**config.mk**
```make
export PLATFORM = sky130hd
export DESIGN_NAME = drs_channel
export DESIGN_NICKNAME = d
export VERILOG_FILES = /design/src/include/drs_pkg.sv /design/src/hdl/drs_channel.sv
export SDC_FILE = /design/constraint.sdc
export NUM_CORES = 1
export LEC_CHECK = 0
export BUFFER_PORTS_ARGS = -buffer_cell sky130_fd_sc_hd__buf_2
export CELL_PAD_IN_SITES_DETAIL_PLACEMENT = 1
export CELL_PAD_IN_SITES_GLOBAL_PLACEMENT = 1
export CORE_AREA = 2 2 188 237
export CTS_BUF_LIST = sky130_fd_sc_hd__clkbuf_8
export CTS_CLUSTER_SIZE = 8
export DETAILED_ROUTE_END_ITERATION = 10
export DIE_AREA = 0 0 190 239
export PLACE_DENSITY_LB_ADDON = 0.1
export SYNTH_ARGS = -nofsm -noshare
export SYNTH_HDL_FRONTEND = slang
export SYNTH_SLANG_ARGS = --single-unit
```
**constraint.sdc**
```tcl
create_clock -name core_clk -period 19.55 [get_ports core_clk]
set_input_delay 1.955 -clock core_clk [delete_from_list [all_inputs] [get_ports core_clk]]
set_output_delay 1.955 -clock core_clk [all_outputs]
set_load 0.05 [all_outputs]
```
**src/include/drs_pkg.sv**
```systemverilog
/*
  Channel constants, register map and types.
  Assumes a 50 MHz clock and a 32-bit register port.
*/
package drs_pkg;

  ////////////////////////////////////////////////////////////////////
  // Register port
  localparam int          ADDR_W       = 8;
  localparam int          DATA_W       = 32;
  localparam logic [7:0]  OFS_CTRL     = 8'h00;
  localparam logic [7:0]  OFS_REF_EN   = 8'h04;
  localparam logic [7:0]  OFS_SLAVE    = 8'h08;
  localparam logic [7:0]  OFS_HO_INT   = 8'h0C;
  localparam logic [7:0]  OFS_PSL      = 8'h10;
  localparam logic [7:0]  OFS_FLIM     = 8'h14;
  localparam logic [7:0]  OFS_MAN_HO   = 8'h18;
  localparam logic [7:0]  OFS_PRIO     = 8'h1C;
  localparam logic [7:0]  OFS_GROUP    = 8'h20;
  localparam logic [7:0]  OFS_STATUS   = 8'h24;
  localparam logic [7:0]  OFS_HO_VAL   = 8'h28;

  ////////////////////////////////////////////////////////////////////
  // Control fields
  localparam int CTRL_MODE_LSB   = 0;
  localparam int CTRL_MODE_W     = 4;
  localparam int CTRL_OP_LSB     = 4;
  localparam int CTRL_OP_W       = 2;
  localparam int CTRL_REVERT_BIT = 6;
  localparam int CTRL_HITLESS_BIT = 7;
  localparam int CTRL_ADVHO_BIT  = 8;
  localparam int CTRL_MANHO_BIT  = 9;
  localparam int CTRL_PSL_BIT    = 10;
  localparam int CTRL_MANREF_LSB = 16;
  localparam logic [31:0] CTRL_RST = 32'h0000_0000;

  // Status fields
  localparam int STAT_STATE_LSB  = 0;
  localparam int STAT_SEL_LSB    = 8;
  localparam int STAT_ACTIVE_BIT = 16;
  localparam int STAT_HITLESS_BIT = 17;
  localparam int STAT_ALARM_BIT  = 18;

  ////////////////////////////////////////////////////////////////////
  // Holdover and slope
  localparam int          HO_INT_W     = 6;
  localparam int          PSL_W        = 16;
  localparam longint      CLK_FREQ_HZ  = 50_000_000;
  localparam longint      HO_STEP_S    = 1;
  localparam longint      HO_STEP_CYC  = HO_STEP_S * CLK_FREQ_HZ;

  ////////////////////////////////////////////////////////////////////
  // Types
  typedef enum logic [3:0] {
    REF_AUTO      = 4'h0,
    REF_MANUAL    = 4'h1,
    REF_PIN       = 4'h2,
    REF_SLAVE     = 4'h3,
    REF_PIN_SLAVE = 4'h4
  } drs_refmode_t;

  typedef enum logic [1:0] {
    OP_AUTO     = 2'h0,
    OP_LOCKED   = 2'h1,
    OP_FREERUN  = 2'h2,
    OP_HOLDOVER = 2'h3
  } drs_opmode_t;

  typedef enum logic [4:0] {
    ST_FREERUN  = 5'b00001,
    ST_ACQUIRE  = 5'b00010,
    ST_LOCKED   = 5'b00100,
    ST_HOLDOVER = 5'b01000,
    ST_RECOVER  = 5'b10000
  } drs_state_t;

endpackage

```
**src/hdl/drs_channel.sv**
```systemverilog
/*
  Reference selection, state and holdover of one channel.
  Assumes same-clock monitors and loop; pins asynchronous.
*/
// The strobed register port and the register addresses were decided locally.
// Overview of operation
// All references invalid: enter holdover.
// Holdover uses last offset or stored filtered offset.
// Advanced: store alternately in two slots; restore older.
// Refresh interval 0 to 63 s in 1 s steps.
// Forced holdover ignores valid references.
// Manual holdover: hold state, use written offset.
// Mode 0 auto, 1 manual, 2 pin, 3 slave, 4 pin slave.
// Channel selects alone; any input may be chosen.
// Enabled and valid inputs qualify; best priority wins.
// Grouped inputs count as equal priority.
// Manual follows register or pin index, not monitors.
// Manual: named input lost means holdover.
// Slave uses only the master input.
// Pin slave: normal until slave pin, then master input.
// Non-revertive default: switch only on loss.
// Revertive: take better valid input unless same group.
// Hitless: silent internal hold, then phase compensation.
// Hitless on locked switch and on leaving holdover.
// Slope limiter enabled and set per channel.
// Frequency offset clamped to a set maximum.
// Reset to free-run, acquire on selection, then locked.
// Holdover with qualified input: recover, then locked.
// Op mode: auto, forced locked, free-run or holdover.
// Priority ties go to the lowest numbered input.
`timescale 1ns/1ps
`default_nettype none

module drs_channel #(
  parameter int     NUM_REF  = 8,
  parameter int     PRIO_W   = 4,
  parameter int     GRP_W    = 3,
  parameter int     FREQ_W   = 24,
  parameter longint STEP_CYC = drs_pkg::HO_STEP_CYC
) (
  // Clock, reset, enable
  input  wire logic                          core_clk,
  input  wire logic                          rst,
  input  wire logic                          clkEn,
  // Register port
  input  wire logic [drs_pkg::ADDR_W-1:0]    regAddr,
  input  wire logic [drs_pkg::DATA_W-1:0]    regWrData,
  input  wire logic                          regWr,
  input  wire logic                          regRd,
  output logic      [drs_pkg::DATA_W-1:0]    regRdData,
  // Reference monitors
  input  wire logic [NUM_REF-1:0]            refValid,
  // Pins
  input  wire logic [$clog2(NUM_REF)-1:0]    manualSelPin,
  input  wire logic                          slavePin,
  // Loop
  input  wire logic                          lockAchieved,
  input  wire logic signed [FREQ_W-1:0]      loopFreq,
  input  wire logic signed [FREQ_W-1:0]      filteredFreq,
  input  wire logic                          phaseMeasDone,
  output logic      [$clog2(NUM_REF)-1:0]    selRef,
  output logic                               selActive,
  output logic      [4:0]                    chanState,
  output logic                               loopHold,
  output logic                               integratorLoad,
  output logic signed [FREQ_W-1:0]           integratorValue,
  output logic                               holdoverAlarm,
  output logic                               phaseMeasStart,
  output logic      [FREQ_W-1:0]             freqLimit,
  output logic                               pslEnable,
  output logic      [drs_pkg::PSL_W-1:0]     pslSlope
);

  localparam int IDX_W = $clog2(NUM_REF);
  localparam int CNT_W = $clog2(STEP_CYC + 1);

  ////////////////////////////////////////////////////////////////////
  // Functions
  function automatic logic [PRIO_W-1:0] prioOf(
    input logic [NUM_REF*PRIO_W-1:0] tbl,
    input logic [IDX_W-1:0]          idx
  );
    prioOf = tbl[idx*PRIO_W +: PRIO_W];
  endfunction

  function automatic logic [GRP_W-1:0] grpOf(
    input logic [NUM_REF*GRP_W-1:0] tbl,
    input logic [IDX_W-1:0]         idx
  );
    grpOf = tbl[idx*GRP_W +: GRP_W];
  endfunction

  function automatic logic signed [FREQ_W-1:0] clampFreq(
    input logic signed [FREQ_W-1:0] f,
    input logic        [FREQ_W-1:0] lim
  );
    logic signed [FREQ_W:0] sf;
    logic signed [FREQ_W:0] sl;
    sf = f;
    sl = {1'b0, lim};
    if (sf > sl)       clampFreq = FREQ_W'(sl);
    else if (sf < -sl) clampFreq = FREQ_W'(-sl);
    else               clampFreq = f;
  endfunction

  ////////////////////////////////////////////////////////////////////
  // Registers
  logic [31:0]                ctrl_q;
  logic [NUM_REF-1:0]         refEn_q;
  logic [IDX_W-1:0]           slaveRef_q;
  logic [drs_pkg::HO_INT_W-1:0] hoInt_q;
  logic [drs_pkg::PSL_W-1:0]  psl_q;
  logic [FREQ_W-1:0]          fLim_q;
  logic signed [FREQ_W-1:0]   manHo_q;
  logic [NUM_REF*PRIO_W-1:0]  prio_q;
  logic [NUM_REF*GRP_W-1:0]   grp_q;
  logic [drs_pkg::DATA_W-1:0] rdData_q;
  logic signed [FREQ_W-1:0]   hoA_q;
  logic signed [FREQ_W-1:0]   hoB_q;
  logic                       olderIsA_q;
  logic signed [FREQ_W-1:0]   lastFreq_q;
  logic [CNT_W-1:0]           secCnt_q;
  logic [drs_pkg::HO_INT_W-1:0] intCnt_q;
  logic [IDX_W-1:0]           selRef_q;
  logic                       selActive_q;
  logic                       hitless_q;
  logic                       measStart_q;
  logic                       load_q;
  logic signed [FREQ_W-1:0]   intVal_q;
  logic [IDX_W-1:0]           pinSync1_q;
  logic [IDX_W-1:0]           pinSync2_q;
  logic                       slvSync1_q;
  logic                       slvSync2_q;
  drs_pkg::drs_state_t        state_q;
  drs_pkg::drs_state_t        state_d;

  drs_pkg::drs_refmode_t refMode;
  drs_pkg::drs_opmode_t  opMode;
  logic                  revertive;
  logic                  hitlessEn;
  logic                  advHo;
  logic                  manHo;
  logic [IDX_W-1:0]      manRef;

  assign refMode   = drs_pkg::drs_refmode_t'(ctrl_q[drs_pkg::CTRL_MODE_LSB +: drs_pkg::CTRL_MODE_W]);
  assign opMode    = drs_pkg::drs_opmode_t'(ctrl_q[drs_pkg::CTRL_OP_LSB +: drs_pkg::CTRL_OP_W]);
  assign revertive = ctrl_q[drs_pkg::CTRL_REVERT_BIT];
  assign hitlessEn = ctrl_q[drs_pkg::CTRL_HITLESS_BIT];
  assign advHo     = ctrl_q[drs_pkg::CTRL_ADVHO_BIT];
  assign manHo     = ctrl_q[drs_pkg::CTRL_MANHO_BIT];
  assign manRef    = ctrl_q[drs_pkg::CTRL_MANREF_LSB +: IDX_W];

  ////////////////////////////////////////////////////////////////////
  // Pin synchronisers
  always_ff @(posedge core_clk or posedge rst) begin
    if (rst) begin
      pinSync1_q <= '0;
      pinSync2_q <= '0;
      slvSync1_q <= 1'b0;
      slvSync2_q <= 1'b0;
    end else if (clkEn) begin
      pinSync1_q <= manualSelPin;
      pinSync2_q <= pinSync1_q;
      slvSync1_q <= slavePin;
      slvSync2_q <= slvSync1_q;
    end
  end

  ////////////////////////////////////////////////////////////////////
  // Register writes
  always_ff @(posedge core_clk or posedge rst) begin
    if (rst) begin
      ctrl_q     <= drs_pkg::CTRL_RST;
      refEn_q    <= '0;
      slaveRef_q <= '0;
      hoInt_q    <= '0;
      psl_q      <= '0;
      fLim_q     <= '1;
      manHo_q    <= '0;
      prio_q     <= '0;
      grp_q      <= '0;
    end else if (clkEn && regWr) begin
      unique case (regAddr)
        drs_pkg::OFS_CTRL:   ctrl_q     <= regWrData;
        drs_pkg::OFS_REF_EN: refEn_q    <= regWrData[NUM_REF-1:0];
        drs_pkg::OFS_SLAVE:  slaveRef_q <= regWrData[IDX_W-1:0];
        drs_pkg::OFS_HO_INT: hoInt_q    <= regWrData[drs_pkg::HO_INT_W-1:0];
        drs_pkg::OFS_PSL:    psl_q      <= regWrData[drs_pkg::PSL_W-1:0];
        drs_pkg::OFS_FLIM:   fLim_q     <= regWrData[FREQ_W-1:0];
        drs_pkg::OFS_MAN_HO: manHo_q    <= regWrData[FREQ_W-1:0];
        drs_pkg::OFS_PRIO:   prio_q     <= regWrData[NUM_REF*PRIO_W-1:0];
        drs_pkg::OFS_GROUP:  grp_q      <= regWrData[NUM_REF*GRP_W-1:0];
        default: ;
      endcase
    end
  end

  ////////////////////////////////////////////////////////////////////
  // Register reads
  always_ff @(posedge core_clk or posedge rst) begin
    if (rst) begin
      rdData_q <= '0;
    end else if (clkEn) begin
      rdData_q <= '0;
      if (regRd) begin
        unique case (regAddr)
          drs_pkg::OFS_CTRL:   rdData_q <= ctrl_q;
          drs_pkg::OFS_REF_EN: rdData_q[NUM_REF-1:0] <= refEn_q;
          drs_pkg::OFS_SLAVE:  rdData_q[IDX_W-1:0] <= slaveRef_q;
          drs_pkg::OFS_HO_INT: rdData_q[drs_pkg::HO_INT_W-1:0] <= hoInt_q;
          drs_pkg::OFS_PSL:    rdData_q[drs_pkg::PSL_W-1:0] <= psl_q;
          drs_pkg::OFS_FLIM:   rdData_q[FREQ_W-1:0] <= fLim_q;
          drs_pkg::OFS_MAN_HO: rdData_q[FREQ_W-1:0] <= manHo_q;
          drs_pkg::OFS_PRIO:   rdData_q[NUM_REF*PRIO_W-1:0] <= prio_q;
          drs_pkg::OFS_GROUP:  rdData_q[NUM_REF*GRP_W-1:0] <= grp_q;
          drs_pkg::OFS_STATUS: begin
            rdData_q[drs_pkg::STAT_STATE_LSB +: 5] <= state_q;
            rdData_q[drs_pkg::STAT_SEL_LSB +: IDX_W] <= selRef_q;
            rdData_q[drs_pkg::STAT_ACTIVE_BIT] <= selActive_q;
            rdData_q[drs_pkg::STAT_HITLESS_BIT] <= hitless_q;
            rdData_q[drs_pkg::STAT_ALARM_BIT] <= holdoverAlarm;
          end
          drs_pkg::OFS_HO_VAL: rdData_q[FREQ_W-1:0] <= intVal_q;
          default: ;
        endcase
      end
    end
  end

  ////////////////////////////////////////////////////////////////////
  // Reference selection
  logic [NUM_REF-1:0] qual;
  logic [IDX_W-1:0]   bestIdx;
  logic               bestFound;
  logic [IDX_W-1:0]   selRef_d;
  logic               selActive_d;
  logic               curOk;
  logic [IDX_W-1:0]   fixedRef;
  logic               useFixed;

  always_comb begin
    qual      = refEn_q & refValid;
    bestIdx   = '0;
    bestFound = 1'b0;
    for (int i = 0; i < NUM_REF; i++) begin
      // Strict compare keeps lowest index
      if (qual[i] && (!bestFound ||
          prioOf(prio_q, IDX_W'(i)) < prioOf(prio_q, bestIdx))) begin
        bestIdx   = IDX_W'(i);
        bestFound = 1'b1;
      end
    end
  end

  always_comb begin
    useFixed = 1'b1;
    fixedRef = selRef_q;
    unique case (refMode)
      drs_pkg::REF_AUTO:      useFixed = 1'b0;
      drs_pkg::REF_MANUAL:    fixedRef = manRef;
      drs_pkg::REF_PIN:       fixedRef = pinSync2_q;
      drs_pkg::REF_SLAVE:     fixedRef = slaveRef_q;
      drs_pkg::REF_PIN_SLAVE: begin
        useFixed = slvSync2_q;
        fixedRef = slaveRef_q;
      end
      default: ;
    endcase
  end

  always_comb begin
    curOk       = selActive_q && qual[selRef_q];
    selRef_d    = selRef_q;
    selActive_d = selActive_q;
    if (refMode > drs_pkg::REF_PIN_SLAVE) begin
      selActive_d = 1'b0;
    end else if (useFixed) begin
      // Named input only; its loss means holdover
      selRef_d    = fixedRef;
      selActive_d = refValid[fixedRef];
    end else if (!curOk) begin
      selRef_d    = bestFound ? bestIdx : selRef_q;
      selActive_d = bestFound;
    end else if (revertive && bestFound &&
                 prioOf(prio_q, bestIdx) < prioOf(prio_q, selRef_q) &&
                 !(grpOf(grp_q, bestIdx) != '0 &&
                   grpOf(grp_q, bestIdx) == grpOf(grp_q, selRef_q))) begin
      selRef_d = bestIdx;
    end
  end

  always_ff @(posedge core_clk or posedge rst) begin
    if (rst) begin
      selRef_q    <= '0;
      selActive_q <= 1'b0;
    end else if (clkEn) begin
      selRef_q    <= selRef_d;
      selActive_q <= selActive_d;
    end
  end

  ////////////////////////////////////////////////////////////////////
  // State machine
  logic forceHold;
  assign forceHold = (opMode == drs_pkg::OP_HOLDOVER) || manHo;

  always_comb begin
    state_d = state_q;
    if (forceHold) begin
      state_d = drs_pkg::ST_HOLDOVER;
    end else if (opMode == drs_pkg::OP_LOCKED) begin
      state_d = drs_pkg::ST_LOCKED;
    end else if (opMode == drs_pkg::OP_FREERUN) begin
      state_d = drs_pkg::ST_FREERUN;
    end else begin
      unique case (state_q)
        drs_pkg::ST_FREERUN:
          if (selActive_d) state_d = drs_pkg::ST_ACQUIRE;
        drs_pkg::ST_ACQUIRE:
          if (!selActive_d) state_d = drs_pkg::ST_FREERUN;
          else if (lockAchieved && !hitless_q) state_d = drs_pkg::ST_LOCKED;
        drs_pkg::ST_LOCKED:
          if (!selActive_d) state_d = drs_pkg::ST_HOLDOVER;
        drs_pkg::ST_HOLDOVER:
          if (selActive_d) state_d = drs_pkg::ST_RECOVER;
        drs_pkg::ST_RECOVER:
          if (!selActive_d) state_d = drs_pkg::ST_HOLDOVER;
          else if (lockAchieved && !hitless_q) state_d = drs_pkg::ST_LOCKED;
        default: state_d = drs_pkg::ST_FREERUN;
      endcase
    end
  end

  always_ff @(posedge core_clk or posedge rst) begin
    if (rst) state_q <= drs_pkg::ST_FREERUN;
    else if (clkEn) state_q <= state_d;
  end

  ////////////////////////////////////////////////////////////////////
  // Hitless switching
  logic hitTrig;
  assign hitTrig = hitlessEn &&
                   ((state_q == drs_pkg::ST_LOCKED && selActive_d &&
                     selRef_d != selRef_q) ||
                    (holdoverAlarm &&
                     state_d != drs_pkg::ST_HOLDOVER));

  always_ff @(posedge core_clk or posedge rst) begin
    if (rst) begin
      hitless_q   <= 1'b0;
      measStart_q <= 1'b0;
    end else if (clkEn) begin
      measStart_q <= hitTrig;
      // Trigger wins over same-cycle completion
      if (hitTrig) hitless_q <= 1'b1;
      else if (phaseMeasDone) hitless_q <= 1'b0;
    end
  end

  ////////////////////////////////////////////////////////////////////
  // Holdover storage
  logic secTick;
  logic storeNow;
  assign secTick  = (secCnt_q == CNT_W'(STEP_CYC - 1));
  assign storeNow = (state_q == drs_pkg::ST_LOCKED) &&
                    (hoInt_q == '0 || (secTick && intCnt_q == hoInt_q - 1'b1));

  always_ff @(posedge core_clk or posedge rst) begin
    if (rst) begin
      secCnt_q <= '0;
      intCnt_q <= '0;
    end else if (clkEn) begin
      if (state_q != drs_pkg::ST_LOCKED) begin
        secCnt_q <= '0;
        intCnt_q <= '0;
      end else if (secTick) begin
        secCnt_q <= '0;
        intCnt_q <= storeNow ? '0 : intCnt_q + 1'b1;
      end else begin
        secCnt_q <= secCnt_q + 1'b1;
      end
    end
  end

  always_ff @(posedge core_clk or posedge rst) begin
    if (rst) begin
      hoA_q      <= '0;
      hoB_q      <= '0;
      olderIsA_q <= 1'b1;
    end else if (clkEn && storeNow) begin
      // Overwrite older slot; other becomes older
      if (olderIsA_q) hoA_q <= filteredFreq;
      else hoB_q <= filteredFreq;
      olderIsA_q <= !olderIsA_q;
    end
  end

  always_ff @(posedge core_clk or posedge rst) begin
    if (rst) lastFreq_q <= '0;
    else if (clkEn && !holdoverAlarm && !hitless_q)
      lastFreq_q <= loopFreq;
  end

  ////////////////////////////////////////////////////////////////////
  // Integrator load
  logic signed [FREQ_W-1:0] hoSrc;
  logic                     hoEntry;
  always_comb begin
    if (manHo) hoSrc = manHo_q;
    else if (advHo) hoSrc = olderIsA_q ? hoA_q : hoB_q;
    else hoSrc = lastFreq_q;
  end
  assign hoEntry = (state_d == drs_pkg::ST_HOLDOVER) && !holdoverAlarm;

  always_ff @(posedge core_clk or posedge rst) begin
    if (rst) begin
      load_q   <= 1'b0;
      intVal_q <= '0;
    end else if (clkEn) begin
      load_q <= hoEntry || (manHo && holdoverAlarm);
      if (hoEntry || (manHo && holdoverAlarm))
        intVal_q <= clampFreq(hoSrc, fLim_q);
    end
  end

  ////////////////////////////////////////////////////////////////////
  // Outputs
  assign regRdData       = rdData_q;
  assign selRef          = selRef_q;
  assign selActive       = selActive_q;
  assign chanState       = state_q;
  assign loopHold        = hitless_q || holdoverAlarm;
  assign integratorLoad  = load_q;
  assign integratorValue = intVal_q;
  assign holdoverAlarm   = (state_q == drs_pkg::ST_HOLDOVER);
  assign phaseMeasStart  = measStart_q;
  assign freqLimit       = fLim_q;
  assign pslEnable       = ctrl_q[drs_pkg::CTRL_PSL_BIT];
  assign pslSlope        = psl_q;

endmodule

`default_nettype wire

```
==> results_dict.tcl <==
set metrics [dict create \
    run_status "finished, final reports clean" \
    finalCritPeriodShare_pct 85.2 \
    path_buf_inv 2 \
    critical_path_depth 68 \
    ys.flop_type "dfrtp_1" \
    synth_edf_count 0 \
    drive_gt1_share_pct 30.6 \
    grt_max_degree 127 \
    ys_warn_count 0 \
    finalWorstPathRequiredPeriod_ns 16.66 \
    cp_slowest_cell "a2111oi_0" \
    worstRegToRegCells 70 \
    async_flop_share_pct 100 \
    cts_buffers 58 \
    vdd_ir_drop_max_v 0.0000616 \
    fin_tns_setup_ns 0 \
    timing.rr.start "prio_q[3]" \
    h-tree-depth 2 \
    arrival_ns 17.22 \
    cts_sinks 350 \
    first_iter_violations 1213 \
    initial_core_util_pct 48.3 \
    groute.usage.overall_pct 33.1 \
    worst_pin_slew_ns 1.23 \
    post_cts_buffers 0 \
    hold_violations 0 \
    worst_hold_path_type "register to register" \
    area_growth_pct 13.5 \
    dp_hpwl_mm 55.6 \
    gp_congestion 0.908 \
    antenna_found_initial 3 \
    hold_depth 1 \
    finalNetCount 2388 \
    fp.dieArea_um2 45400 \
    wl_mm 75.0 \
    core_area_um2 43400 \
    yosys_register_bits 350 \
    worstSetupStartpoint "refValid[1]" \
    final_cell_mix "dfrtp_1, mux2_2, buf_2" \
    die_h_um 239 \
    yosysTopAreaCell "dfrtp_1" \
    final_common_cell "dfrtp_1" \
    post-route-drc-count 0 \
    ctsResizeCount 0 \
    clock-root-buffer "clkbuf_8" \
    n_fill_cell 4827 \
    wl_per_cell_um 26.5 \
    viasPerCell 6.26 \
    end_kind "register" \
    critPathKind "input pin to register" \
    clk_latency_ns 0.69 \
    holdCritStartpoint "regRdData[9]" \
    synth_top_area_share_pct 38.7 \
    power.density_nw_per_um2 89.6 \
    cp_top_family "compound AO/OA/AOI/OAI gates" \
    netlist_top_cells_area "dfrtp_1, mux2_2, ha_1" \
    num_vias 17700 \
    p_leak_uw 0.0112 \
    pre_cts_slack_ns 2.35 \
    slowest_delay_ns 0.76 \
    grt_pass1_wl_mm 114 \
    rsz0062_at_grt "no" \
    syn_area_um2 20900 \
    avgSynthCellArea_um2 10.4 \
    finalSetupViolations 0 \
    max_freq_mhz 60.0 \
    drv_slew 0 \
    path_clk_slew_ns 0.06 \
    port_buffers 216 \
    finalPower_uw 2130 \
    die_x_um 190 \
    ios 217 \
    max-cap-violations 0 \
    grt_pass1_vias 18700 \
    ys_seq_area_share_pct 42.0 \
    setup_ws_ns 2.89 \
    maxSlewHeadroom_pct 17.9 \
    synthesis.nets 2196 \
    rows 86 \
    clockBufferDepth 3 \
    cp_max_fo 16 \
    start_kind "input pin" \
    cts_tree "built" \
    firstDrtPassIters 5 \
    ant_nets 0 \
    postSynthCellCount 2012 \
    hold_ws_ns 0.478 \
    grt-ovfl-total 0 \
    finClkSkew_ns 0.0494 \
    synthDistinctLibCells 93 \
    cts_hold_buf 0 \
    worstPathRequired_ns 20.11 \
]
[kinds of logic (layout without fill, tap and decap cells)]
kind of cell    Yosys count  in the layout  share of synthesized area [%]
fa+ha+maj                77             77                           4.60
buf+inv                 183            425                           3.37
simple gates            480            480                           10.8
other cells               0              1                              0
mux                     360            360                           19.9
xor+xnor                 61             61                           2.55
flops                   350            350                           42.0
compound gates          501            501                           16.8
[flip-flops by register name (all words and copies together) (netlist names), 26 cells and up]
signal	flops
regRdData	32
secCnt_q	26
ctrl_q	32
prio_q	32
[stage by stage]
stage	util, %	area [µm²]	cells
after detailed placement	52.0	22500	2716
after global placement	52.0	22500	2716
after CTS	54.8	23800	2826
after floorplan	-	20900	2012
final	54.8	23800	2827
after global routing	54.8	23800	2827
[power breakdown]
group | leakage, µW | internal [µW] | switching, µW | total, µW
Sequential | 0.00465 | 782 | 86.9 | 868
Clock | 0.000726 | 361 | 317 | 678
Combinational | 0.00582 | 212 | 370 | 582
[final cells by class]
class / instances / area (µm²) / area share [%]
sequential: 350 / 8790 / 37.0
antenna: 1 / 2.50 / 0.0105
clock inverter: 41 / 267 / 1.12
clock buffer: 69 / 950 / 4.00
timing repair buffer: 242 / 1280 / 5.37
inverter: 73 / 282 / 1.18
tap: 572 / 716 / 3.01
multi-input combinational: 1479 / 11500 / 48.3
[cells in the mapped netlist, drive strengths merged, types with 17 or more instances]
cell type  number
dfrtp         324
mux2          283
nand2         163
nor2          122
a21oi         101
clkbuf         93
o21ai          84
ha             77
inv            73
a22oi          60
mux2i          60
nand3          49
xnor2          34
o21a           30
xor2           27
dfstp          26
a21o           25
a31oi          25
nor3           25
a211oi         21
a221oi         20
o22ai          20
nand4          19
a22o           18
buf            17
mux4           17
[worst register-to-register path, delay by kind of cell (launching register included)]
family	cells	cell delay, ns
simple gates	19	2.88
flops	1	0.59
fa+ha+maj	8	2.42
compound gates	38	9.46
buf+inv	2	0.42
mux	3	0.66
[routing by layer]
metal  track usage [%]  share of wire (%)  vias to the layer above
met1              40.5                 40                     9039
met4              16.9                5.5                        4
li1                  -                  -                     7868
met3              4.98                5.3                      190
met2              56.7                 49                      593
met5                 0              0.027                        -
[final timing paths]
check / end / slack (ns)
max in group asynchronous: ctrl_q[24] / 15.53
worst max register to register: selRef[2] / 3.03
worst min-delay path: regRdData[9] / 0.48
worst min register to register: regRdData[9] / 0.48
worst max-delay path: selRef[2] / 2.89
min in group asynchronous: hoA_q[20] / 1.46
Power figures use the tool's default switching activity.
